$ cat config.mk
export PLATFORM = sky130hd
export DESIGN_NAME = dcnt_top
export DESIGN_NICKNAME = d
export VERILOG_FILES = /design/src/dcnt_pkg.sv /design/src/dcnt_top.sv /design/src/dcnt_sync.sv
export SDC_FILE = /design/constraint.sdc
export NUM_CORES = 1
export LEC_CHECK = 0
export BUFFER_PORTS_ARGS = -buffer_cell sky130_fd_sc_hd__buf_2
export CORE_MARGIN = 1
export CORE_UTILIZATION = 28
export CTS_CLUSTER_DIAMETER = 60
export DETAILED_ROUTE_END_ITERATION = 10
export GPL_TIMING_DRIVEN = 1
export PLACE_DENSITY_LB_ADDON = 0.1
export SLEW_MARGIN = 15
export SYNTH_ARGS = -nofsm -noshare
export SYNTH_HDL_FRONTEND = slang
export SYNTH_SLANG_ARGS = --single-unit
$ cat constraint.sdc
create_clock -name SYS_CLK -period 4.1 [get_ports SYS_CLK]
set_clock_uncertainty 0.05 [all_clocks]
set_input_delay 0.205 -clock SYS_CLK [delete_from_list [all_inputs] [get_ports SYS_CLK]]
set_output_delay 0.205 -clock SYS_CLK [all_outputs]
set_load 0.01 [all_outputs]
$ cat src/dcnt_pkg.sv
// dcnt_pkg: constants shared by the 16-bit down-counter block
// assumes a 250 MHz system clock driving all logic
package dcnt_pkg;
    localparam int DCNT_WIDTH = 16;
    localparam logic [15:0] DCNT_START_RST = 16'h0000;
    localparam logic [15:0] DCNT_COUNT_RST = 16'h0000;
    // defaults restored by reset or the reset command
    localparam logic DCNT_MODE_RST = 1'b0;
    localparam logic DCNT_EVT_EN_RST = 1'b0;
    localparam logic DCNT_CLK_SEL_RST = 1'b0;
    localparam logic DCNT_IRQ_EN_RST = 1'b0;
    localparam logic DCNT_MODE_SINGLE = 1'b0;
    localparam logic DCNT_MODE_RELOAD = 1'b1;
    localparam logic DCNT_CLK_INTERNAL = 1'b0;
    localparam logic DCNT_CLK_EXTERNAL = 1'b1;
    // internal oscillator rate and system clock rate in Hz, exact
    localparam longint DCNT_OSC_HZ = 64'h0000000000E10000;
    localparam longint DCNT_SYS_HZ = 64'h000000000EE6B280;
    localparam int DCNT_PHASE_W = 24;
    // phase increment per system cycle: osc/sys * 2^24
    localparam logic [23:0] DCNT_OSC_INC =
        24'((DCNT_OSC_HZ << DCNT_PHASE_W) / DCNT_SYS_HZ);
    typedef enum logic [1:0] {
        DCNT_IDLE = 2'b00,
        DCNT_RUN = 2'b01
    } dcnt_state_t;
endpackage : dcnt_pkg

$ cat src/dcnt_top.sv
// dcnt_top: 16-bit down-counter with single-shot and auto-reload modes
// assumes command inputs are one-cycle pulses on SYS_CLK
// Function
// one 16-bit counter decrementing toward zero
// start counts from loaded value, current mode
// single-shot halts at zero, no reload
// auto-reload reloads start value, runs until stopped
// stop command halts the auto-reload counter
// enabled interrupt raised on each zero crossing
// interrupt passed straight to host line
// event enable drives bit 0 as output
// host must not set bit 0 input then
// count clock internal oscillator or external pin
// start value accepts any 16-bit value
// readback returns loaded start value, not count
// reset command stops, restores documented defaults
// event pulse one count-clock period wide
// external clock synchronised, counts rising edges
`timescale 1ns/1ps
`default_nettype none
module dcnt_top
    import dcnt_pkg::*;
#(
    parameter int WIDTH = DCNT_WIDTH
) (
    input wire logic SYS_CLK,
    input wire logic RST,
    input wire logic LOAD_STROBE,
    input wire logic [WIDTH-1:0] LOAD_VALUE,
    input wire logic START_CMD,
    input wire logic STOP_CMD,
    input wire logic RESET_CMD,
    input wire logic CONFIG_STROBE,
    input wire logic MODE_RELOAD,
    input wire logic ZERO_EVENT_OUTPUT_ENABLE,
    input wire logic COUNT_CLOCK_SELECT,
    input wire logic IRQ_ENABLE,
    input wire logic EXT_COUNT_CLOCK_PIN,
    output logic [WIDTH-1:0] START_VALUE,
    output logic [WIDTH-1:0] COUNT_VALUE,
    output logic RUNNING,
    output logic IRQ,
    output logic MIO0_OUT,
    output logic MIO0_OE_N,
    output logic MIO0_FORCE_OUTPUT
);
    // ------------------------------------------------------------
    // configuration
    // ------------------------------------------------------------
    logic [WIDTH-1:0] start_reg;
    logic mode_reg;
    logic evt_en_reg;
    logic clk_sel_reg;
    logic irq_en_reg;

    // start value survives the reset command; only RST clears it
    always_ff @(posedge SYS_CLK or posedge RST) begin
        if (RST) begin
            start_reg <= WIDTH'(DCNT_START_RST);
        end else if (LOAD_STROBE && !RESET_CMD) begin
            start_reg <= LOAD_VALUE;
        end
    end

    always_ff @(posedge SYS_CLK or posedge RST) begin
        if (RST) begin
            mode_reg <= DCNT_MODE_RST;
            evt_en_reg <= DCNT_EVT_EN_RST;
            clk_sel_reg <= DCNT_CLK_SEL_RST;
            irq_en_reg <= DCNT_IRQ_EN_RST;
        end else if (RESET_CMD) begin
            mode_reg <= DCNT_MODE_RST;
            evt_en_reg <= DCNT_EVT_EN_RST;
            clk_sel_reg <= DCNT_CLK_SEL_RST;
            irq_en_reg <= DCNT_IRQ_EN_RST;
        end else begin
            if (CONFIG_STROBE) begin
                mode_reg <= MODE_RELOAD;
                evt_en_reg <= ZERO_EVENT_OUTPUT_ENABLE;
                clk_sel_reg <= COUNT_CLOCK_SELECT;
                irq_en_reg <= IRQ_ENABLE;
            end
        end
    end

    // ------------------------------------------------------------
    // count clock ticks
    // ------------------------------------------------------------
    logic ext_rise;
    logic [DCNT_PHASE_W-1:0] phase_reg;
    logic [DCNT_PHASE_W:0] phase_sum;
    logic osc_tick;
    logic tick;

    dcnt_sync u_ext_sync (
        .clk(SYS_CLK),
        .rst(RST),
        .din(EXT_COUNT_CLOCK_PIN),
        .rise(ext_rise)
    );

    // oscillator rate is modelled by a phase accumulator on the
    // system clock; ticks jitter by one cycle and average slightly slow, the increment being truncated
    // a faster system clock would only shrink that jitter
    assign phase_sum = {1'b0, phase_reg} + {1'b0, DCNT_OSC_INC};
    assign osc_tick = phase_sum[DCNT_PHASE_W];
    assign tick = (clk_sel_reg == DCNT_CLK_EXTERNAL) ?
        ext_rise : osc_tick;

    always_ff @(posedge SYS_CLK or posedge RST) begin
        if (RST) begin
            phase_reg <= '0;
        end else begin
            phase_reg <= phase_sum[DCNT_PHASE_W-1:0];
        end
    end

    // ------------------------------------------------------------
    // counter state machine
    // ------------------------------------------------------------
    dcnt_state_t state_reg;
    dcnt_state_t state_next;
    logic [WIDTH-1:0] count_reg;
    logic [WIDTH-1:0] count_next;
    logic at_zero;
    logic zero_hit;
    logic evt_reg;
    logic evt_next;
    logic irq_reg;

    assign at_zero = (count_reg == '0);
    // zero reached on a tick while running; a zero start fires on the first tick
    assign zero_hit = (state_reg == DCNT_RUN) & tick &
        (count_reg == WIDTH'(1) | at_zero);

    // ------------------------------------------------------------
    // command decode
    // ------------------------------------------------------------
    logic start_take;
    logic stop_take;
    logic reload_take;
    logic halt_take;

    // a start while running is refused so the period is never cut
    assign start_take = (state_reg == DCNT_IDLE) & START_CMD;
    assign stop_take = (state_reg == DCNT_RUN) & STOP_CMD;
    assign reload_take = zero_hit & (mode_reg == DCNT_MODE_RELOAD);
    assign halt_take = zero_hit & (mode_reg == DCNT_MODE_SINGLE);

    always_comb begin
        state_next = state_reg;
        count_next = count_reg;
        case (state_reg)
            DCNT_IDLE: begin
                if (start_take) begin
                    state_next = DCNT_RUN;
                    count_next = start_reg;
                end
            end
            DCNT_RUN: begin
                if (tick) begin
                    if (!zero_hit) begin
                        count_next = count_reg - WIDTH'(1);
                    end else if (reload_take) begin
                        count_next = start_reg;
                    end else if (halt_take) begin
                        count_next = '0;
                        state_next = DCNT_IDLE;
                    end
                end
                // stop has effect in either mode
                if (stop_take) begin
                    state_next = DCNT_IDLE;
                end
            end
            default: begin
                state_next = DCNT_IDLE;
            end
        endcase
        if (RESET_CMD) begin
            state_next = DCNT_IDLE;
        end
    end

    // event held until the next count tick: one count period wide
    assign evt_next = zero_hit ? 1'b1 : (tick ? 1'b0 : evt_reg);

    always_ff @(posedge SYS_CLK or posedge RST) begin
        if (RST) begin
            state_reg <= DCNT_IDLE;
            count_reg <= WIDTH'(DCNT_COUNT_RST);
        end else begin
            state_reg <= state_next;
            count_reg <= count_next;
        end
    end

    // ------------------------------------------------------------
    // zero events
    // ------------------------------------------------------------
    // both leave flops so the host line and the pin never glitch
    always_ff @(posedge SYS_CLK or posedge RST) begin
        if (RST) begin
            evt_reg <= 1'b0;
            irq_reg <= 1'b0;
        end else begin
            evt_reg <= evt_next;
            irq_reg <= zero_hit & irq_en_reg;
        end
    end

    // ------------------------------------------------------------
    // outputs
    // ------------------------------------------------------------
    assign START_VALUE = start_reg;
    assign COUNT_VALUE = count_reg;
    assign RUNNING = (state_reg == DCNT_RUN);
    assign IRQ = irq_reg;
    assign MIO0_OUT = evt_reg & evt_en_reg;
    // pin forced to drive; host must keep bit 0 off input meanwhile
    assign MIO0_OE_N = ~evt_en_reg;
    assign MIO0_FORCE_OUTPUT = evt_en_reg;
endmodule : dcnt_top
`default_nettype wire

$ cat src/dcnt_sync.sv
// dcnt_sync: three-stage input synchroniser with agreement filter
// assumes the input is asynchronous to clk
`timescale 1ns/1ps
`default_nettype none
module dcnt_sync (
    input wire logic clk,
    input wire logic rst,
    input wire logic din,
    output logic rise
);
    logic s1_reg;
    logic s2_reg;
    logic s3_reg;
    logic level_reg;
    logic level_next;

    // a change counts only once stages two and three agree
    assign level_next = (s2_reg == s3_reg) ? s3_reg : level_reg;
    assign rise = level_next & ~level_reg;

    always_ff @(posedge clk or posedge rst) begin
        if (rst) begin
            s1_reg <= 1'b0;
            s2_reg <= 1'b0;
            s3_reg <= 1'b0;
            level_reg <= 1'b0;
        end else begin
            s1_reg <= din;
            s2_reg <= s1_reg;
            s3_reg <= s2_reg;
            level_reg <= level_next;
        end
    end
endmodule : dcnt_sync
`default_nettype wire

# --- Yosys cells after proc, flatten, opt, wreduce, memory -nomap -nowiden ---
# Index checks and enable logic that the tools add are counted.
op_classes:
  eq_ne: 11
  add_sub_neg: 2
  n_mux: 26
  n_bitwise: 13
  n_reduce_logical: 9
op_table:
  columns: ["operator", "count"]
  rows:
  - ["two-way mux 16 bit", 5]
  - ["one-hot mux 16 bit (2 select lines)", 1]
  - ["adder 24 x 20 -> 25 bit (second input constant)", 1]
  - ["== test 16 x 1 -> 1 bit (second input constant)", 1]
  - ["logical NOT 16 bit", 1]
  - ["!= test 4 x 2 -> 1 bit (second input constant)", 4]
  - ["subtractor 16 x 1 -> 16 bit (second input constant)", 1]
  - ["two-way mux 2 bit", 7]
  - ["two-way mux 1 bit", 12]
  - ["bitwise AND 1 bit", 9]
  - ["nonzero test 2 bit", 3]
  - ["AND reduction 5 bit", 1]
  - ["!= test 4 bit (second input constant)", 1]
  - ["one-hot mux 2 bit (2 select lines)", 1]
  - ["AND reduction 4 bit", 1]
  - ["!= test 3 bit (second input constant)", 1]
  - ["NOT 1 bit", 3]
  - ["== test 2 x 1 -> 1 bit (second input constant)", 1]
  - ["logical NOT 2 bit", 1]
  - ["!= test 2 x 1 -> 1 bit (second input constant)", 1]
  - ["!= test 2 bit (second input constant)", 1]
  - ["== test 1 bit", 1]
  - ["logical AND 1 bit", 1]
  - ["logical NOT 1 bit", 1]
  - ["bitwise OR 1 bit", 1]
word_totals:
  in_bits: 28
  wordCells: 75
  register_bits: 68
  output_inout_bits: 37

# --- Longest topological paths before layout ---
depth:
  ltp_word: 14
  depth_mapped: 8
  depth_no_buf: 8

# --- Cells and area by module ---
# From an unflattened synthesis, not the netlist that was laid out.
unflattened:
  cells_unflattened: 309
  area_unflattened_um2: 3211.8
modules_own_cells:
  columns: ["module", "instances", "cells_each", "seq_area_each_um2", "area_per_inst_um2"]
  rows:
  - ["dcnt_top", 1, 302, 1501.4, 3086.7]
  - ["dcnt_sync", 1, 7, 100.1, 125.1]

# --- Worst setup path after synthesis ---
# OpenSTA, ideal clock, no wires.
synth_timing:
  kind: "reg-to-reg"
  start: "register phase_reg[3]"
  end: "register phase_reg[19]"
  n_path_buf: 0
  setup_time_ns: 0.138
  synth_period_minus_slack_ns: 2.161
  slack_ns: 1.939
  t_required_ns: 3.912
  t_arrival_ns: 1.973
  stages_incl_launch_ff: 9
  cell_sequence: "dfrtp_1 > inv_1 > ha_1 > or3b_2 > a21oi_1 > o21ai_1 > and2_4 > o41ai_1 > o21ai_0"
synth_via:
  elab_chain_len: 1
synth_rtl:
  columns: ["element", "line", "text"]
  rows:
  - ["start, declared", "dcnt_top.sv:90", "logic [DCNT_PHASE_W-1:0] phase_reg;"]
  - ["start signal, assigned", "dcnt_top.sv:114", "phase_reg <= phase_sum[DCNT_PHASE_W-1:0];"]
  - ["adder 24 x 20 -> 25 bit", "dcnt_top.sv:105", "assign phase_sum = {1'b0, phase_reg} + {1'b0, DCNT_OSC_INC};"]
  - ["named net phase_sum[19]", "dcnt_top.sv:91", "logic [DCNT_PHASE_W:0] phase_sum;"]
# The timed path passes the listed nets, and every way through them passes these cells.
# A chain may end at the register's enable or synchronous reset.

# --- Final worst setup path ---
layout_timing:
  start: "register count_reg[0] (netlist: COUNT_VALUE[0])"
  end: "register count_reg[8] (netlist: COUNT_VALUE[8])"
layout_via:
  elab_chain_len: 8
  word_cells_on_any_way: 13
  cone_classes: "add/sub: 1; eq/ne: 2; mux: 4; bitwise: 4; reduce/logical: 2"
layout_rtl:
  columns: ["element", "line", "text"]
  rows:
  - ["start, declared", "dcnt_top.sv:123", "logic [WIDTH-1:0] count_reg;"]
  - ["start signal, assigned", "dcnt_top.sv:191", "count_reg <= WIDTH'(DCNT_COUNT_RST);"]
  - ["start signal, assigned", "dcnt_top.sv:194", "count_reg <= count_next;"]
  - ["== test 16 x 1 -> 1 bit / logical NOT 16 bit (equally long branches)", "dcnt_top.sv:134, dcnt_top.sv:131", null]
  - ["bitwise OR 1 bit", "dcnt_top.sv:134", "(count_reg == WIDTH'(1) | at_zero);"]
  - ["bitwise AND 1 bit", "dcnt_top.sv:133", "assign zero_hit = (state_reg == DCNT_RUN) & tick &"]
  - ["bitwise AND 1 bit", "dcnt_top.sv:147", "assign reload_take = zero_hit & (mode_reg == DCNT_MODE_RELOAD);"]
  - ["two-way mux 16 bit", "dcnt_top.sv:164", "end else if (reload_take) begin"]
  - ["two-way mux 16 bit", "dcnt_top.sv:162", "if (!zero_hit) begin"]
  - ["two-way mux 16 bit", "dcnt_top.sv:161", "if (tick) begin"]
  - ["one-hot mux 16 bit (2 select lines)", "dcnt_top.sv:153", "case (state_reg)"]
# Parallel ways exist; a longest one is shown, timed or not. The select of a mux whose other input is x is not followed.

==> flow_metrics.env <==
export IMPL_status="finished clean"
export IMPL_multi_input_area_sq_um=1410
export IMPL_worstRegToRegCells=7
export IMPL_core_sq_um=10500
export IMPL_post_drt_wl_per_cell_um=15.7
export IMPL_cts_sinks=64
export IMPL_antenna_found_initial=0
export IMPL_ys_ff_latch=64
export IMPL_nNetsFinal=370
export IMPL_die_x_um=107
export IMPL_synth_cell_types=58
export IMPL_grt_max_degree=42
export IMPL_ioPinCount=65
export IMPL_firstDrtPassIters=4
export IMPL_netlist_area_sq_um=3080
export IMPL_ys_seq_area_frac=0.520
export IMPL_htree_levels=3
export IMPL_cap_violations=0
export IMPL_dp_hpwl_um=5300
export IMPL_p_leak_uw=0.00161
export IMPL_critical_path_class="reg2reg"
export IMPL_startpoint_type="flip-flop"
export IMPL_start_util=0.293
export IMPL_whs_ns=0.0350
export IMPL_layout_min_cycle_time_ns=2.46
export IMPL_die_area_sq_um=11400
export IMPL_tightest_slew_ns=0.690
export IMPL_synthCells=266
export IMPL_vias_per_cell=4.89
export IMPL_finalPower_uw=1590
export IMPL_post_route_period_util=0.600
export IMPL_p_per_area_nw_per_um2=423
export IMPL_cts_buffer_depth=2
export IMPL_grt_total_usage=0.142
export IMPL_max_freq_ghz=0.406
export IMPL_clkTransAtPathRegs_ns=0.08
export IMPL_fillers=1052
export IMPL_ir_drop_uv=152
export IMPL_syn_area_per_cell_sq_um=11.6
export IMPL_setup_violations=0
export IMPL_path_max_fanout=14
export IMPL_portBuffers=64
export IMPL_gp_congestion=0.796
export IMPL_cts_repair_resized=0
export IMPL_ctsHoldBuffers=2
export IMPL_crit_required_ns=4.32
export IMPL_dieHeight_um=107
export IMPL_cts_setup_buffers=0
export IMPL_synth_fp_nets=297
export IMPL_vias=2349
export IMPL_rsz0062_at_grt="no"
export IMPL_clock_latency_ns=0.35
export IMPL_cts_buffers=9
export IMPL_grt_pass1_vias=2304
export IMPL_slew_headroom=0.540
export IMPL_finalHoldViolCount=0
export IMPL_antenna_cells=0
export IMPL_grt_pass1_wl_um=12200
export IMPL_setup_worst_path_end_class="flip-flop"
export IMPL_regArea_sq_um=1600
export IMPL_worstHoldPathType="in2reg"
export IMPL_final_max_slew_viol_count=0
export IMPL_synth_edf_count=0
export IMPL_post_route_util=0.357
export IMPL_syn_to_final_growth_pct=21.8
export IMPL_routed_wl_um=7510
export IMPL_async_flop_share=1.00
export IMPL_largest_reg_flops=21
export IMPL_cts_tree="done"
export IMPL_drive_gt1_frac=0.337
export IMPL_hold_path_depth=2
export IMPL_antenna_left=0
export IMPL_setup_tns_ns=0
export IMPL_overflow=0
export IMPL_clock_root_buffer="clkbuf_8"
export IMPL_arrival_ns=2.68
export IMPL_core_rowCount=37
export IMPL_drc=0
export IMPL_yosys_most_used_dff="dfrtp_1"
export IMPL_drtIter0Drc=76
export IMPL_ys_warn_count=0
-- worst max-delay path, stage by stage (launching register included) --
cell      delay [ns]
dfrtp_1         0.46
inv_1           0.13
ha_1            0.28
o2111a_1        0.31
nand3_2         0.21
o31ai_4         0.64
a211oi_1        0.16
a31oi_1         0.16
-- cells in the final DEF, fill, tap and decap left out, types with 4 or more instances in the layout --
| cell | instances |
|---|---|
| inv_1 | 10 |
| dfrtp_1 | 64 |
| nor2_1 | 23 |
| xor2_1 | 9 |
| nor4_2 | 4 |
| buf_2 | 64 |
| o21ai_0 | 8 |
| mux2i_1 | 4 |
| a221o_1 | 6 |
| nand3_1 | 8 |
| nand2_1 | 21 |
| a31oi_1 | 6 |
| a21oi_1 | 5 |
| mux2_2 | 17 |
| xnor2_1 | 9 |
| nor3_1 | 6 |
| clkbuf_8 | 9 |
| o211ai_1 | 5 |
-- routing by layer --
layer,vias up,wire [um],GRT usage,part of all wire
li1,1132,-,-,-
met1,1133,3860,0.210,0.51
met2,80,3120,0.194,0.42
met3,4,490,0.0419,0.065
met4,0,42,0.0499,0.0056
met5,-,0,0,0
-- cell type report --
| cell class | count | area share |
|---|---|---|
| Sequential cell | 64 | 0.427 |
| Clock buffer | 9 | 0.0330 |
| Timing Repair Buffer | 68 | 0.0947 |
| Tap cell | 136 | 0.0453 |
| Clock inverter | 7 | 0.0147 |
| Multi-Input combinational cell | 185 | 0.374 |
| Inverter | 11 | 0.0110 |
-- final timing paths --
check / slack (ns) / to / start
setup / recovery: 1.64 / COUNT_VALUE[8] / COUNT_VALUE[0]
hold / removal: 0.03 / START_VALUE[15] / LOAD_VALUE[15]
setup reg to reg: 1.64 / COUNT_VALUE[8] / COUNT_VALUE[0]
hold reg to reg: 0.31 / u_ext_sync.s2_reg / u_ext_sync.s1_reg
max in group asynchronous: 2.68 / START_VALUE[11] / RST
min in group asynchronous: 0.40 / COUNT_VALUE[3] / RST
-- metrics by stage --
step / instance area (sq um) / cells / worst slack, ns
detailed placement: 3550 / 462 / 1.65
floorplan: 3080 / 266 / 1.94
CTS: 3750 / 480 / 1.61
finish: 3750 / 480 / 1.64
global route: 3750 / 480 / 1.41
global placement: 3550 / 462 / 1.65
-- where the power goes --
group	total [uW]	internal (uW)	switching, uW
clock network	503	225	278
logic	303	136	167
registers	783	696	86.4
-- kinds of logic after synthesis --
family | share of synthesized area
AOI/OAI and AO/OA | 0.169
DFF | 0.520
muxes | 0.0751
adders and majority gates | 0.0154
and+or+nand+nor | 0.146
xor gates and xnor gates | 0.0512
buffers and inverters | 0.0244
-- synthesized netlist by cell type (all sizes together) (2+ instances only) --
master | instances | area share
xor2 | 9 | 0.026
nor3 | 6 | 0.0097
nand2 | 22 | 0.028
a211o | 3 | 0.0085
a32oi | 2 | 0.012
inv | 11 | 0.013
o31ai | 4 | 0.016
and2 | 3 | 0.0069
o211ai | 6 | 0.019
clkbuf | 4 | 0.0049
buf | 2 | 0.0061
a21oi | 5 | 0.0081
o41ai | 2 | 0.012
nand3 | 9 | 0.016
a31oi | 7 | 0.019
or3 | 2 | 0.0041
o2111ai | 2 | 0.0057
mux2 | 17 | 0.062
nand2b | 2 | 0.0041
a221o | 6 | 0.019
nor4b | 2 | 0.0057
xnor2 | 9 | 0.026
dfrtp | 64 | 0.52
ha | 3 | 0.012
o21ai | 11 | 0.018
mux2i | 4 | 0.013
nor2 | 24 | 0.030
nor4 | 8 | 0.029
o311ai | 3 | 0.0085
(Power assumes the default switching activity.)
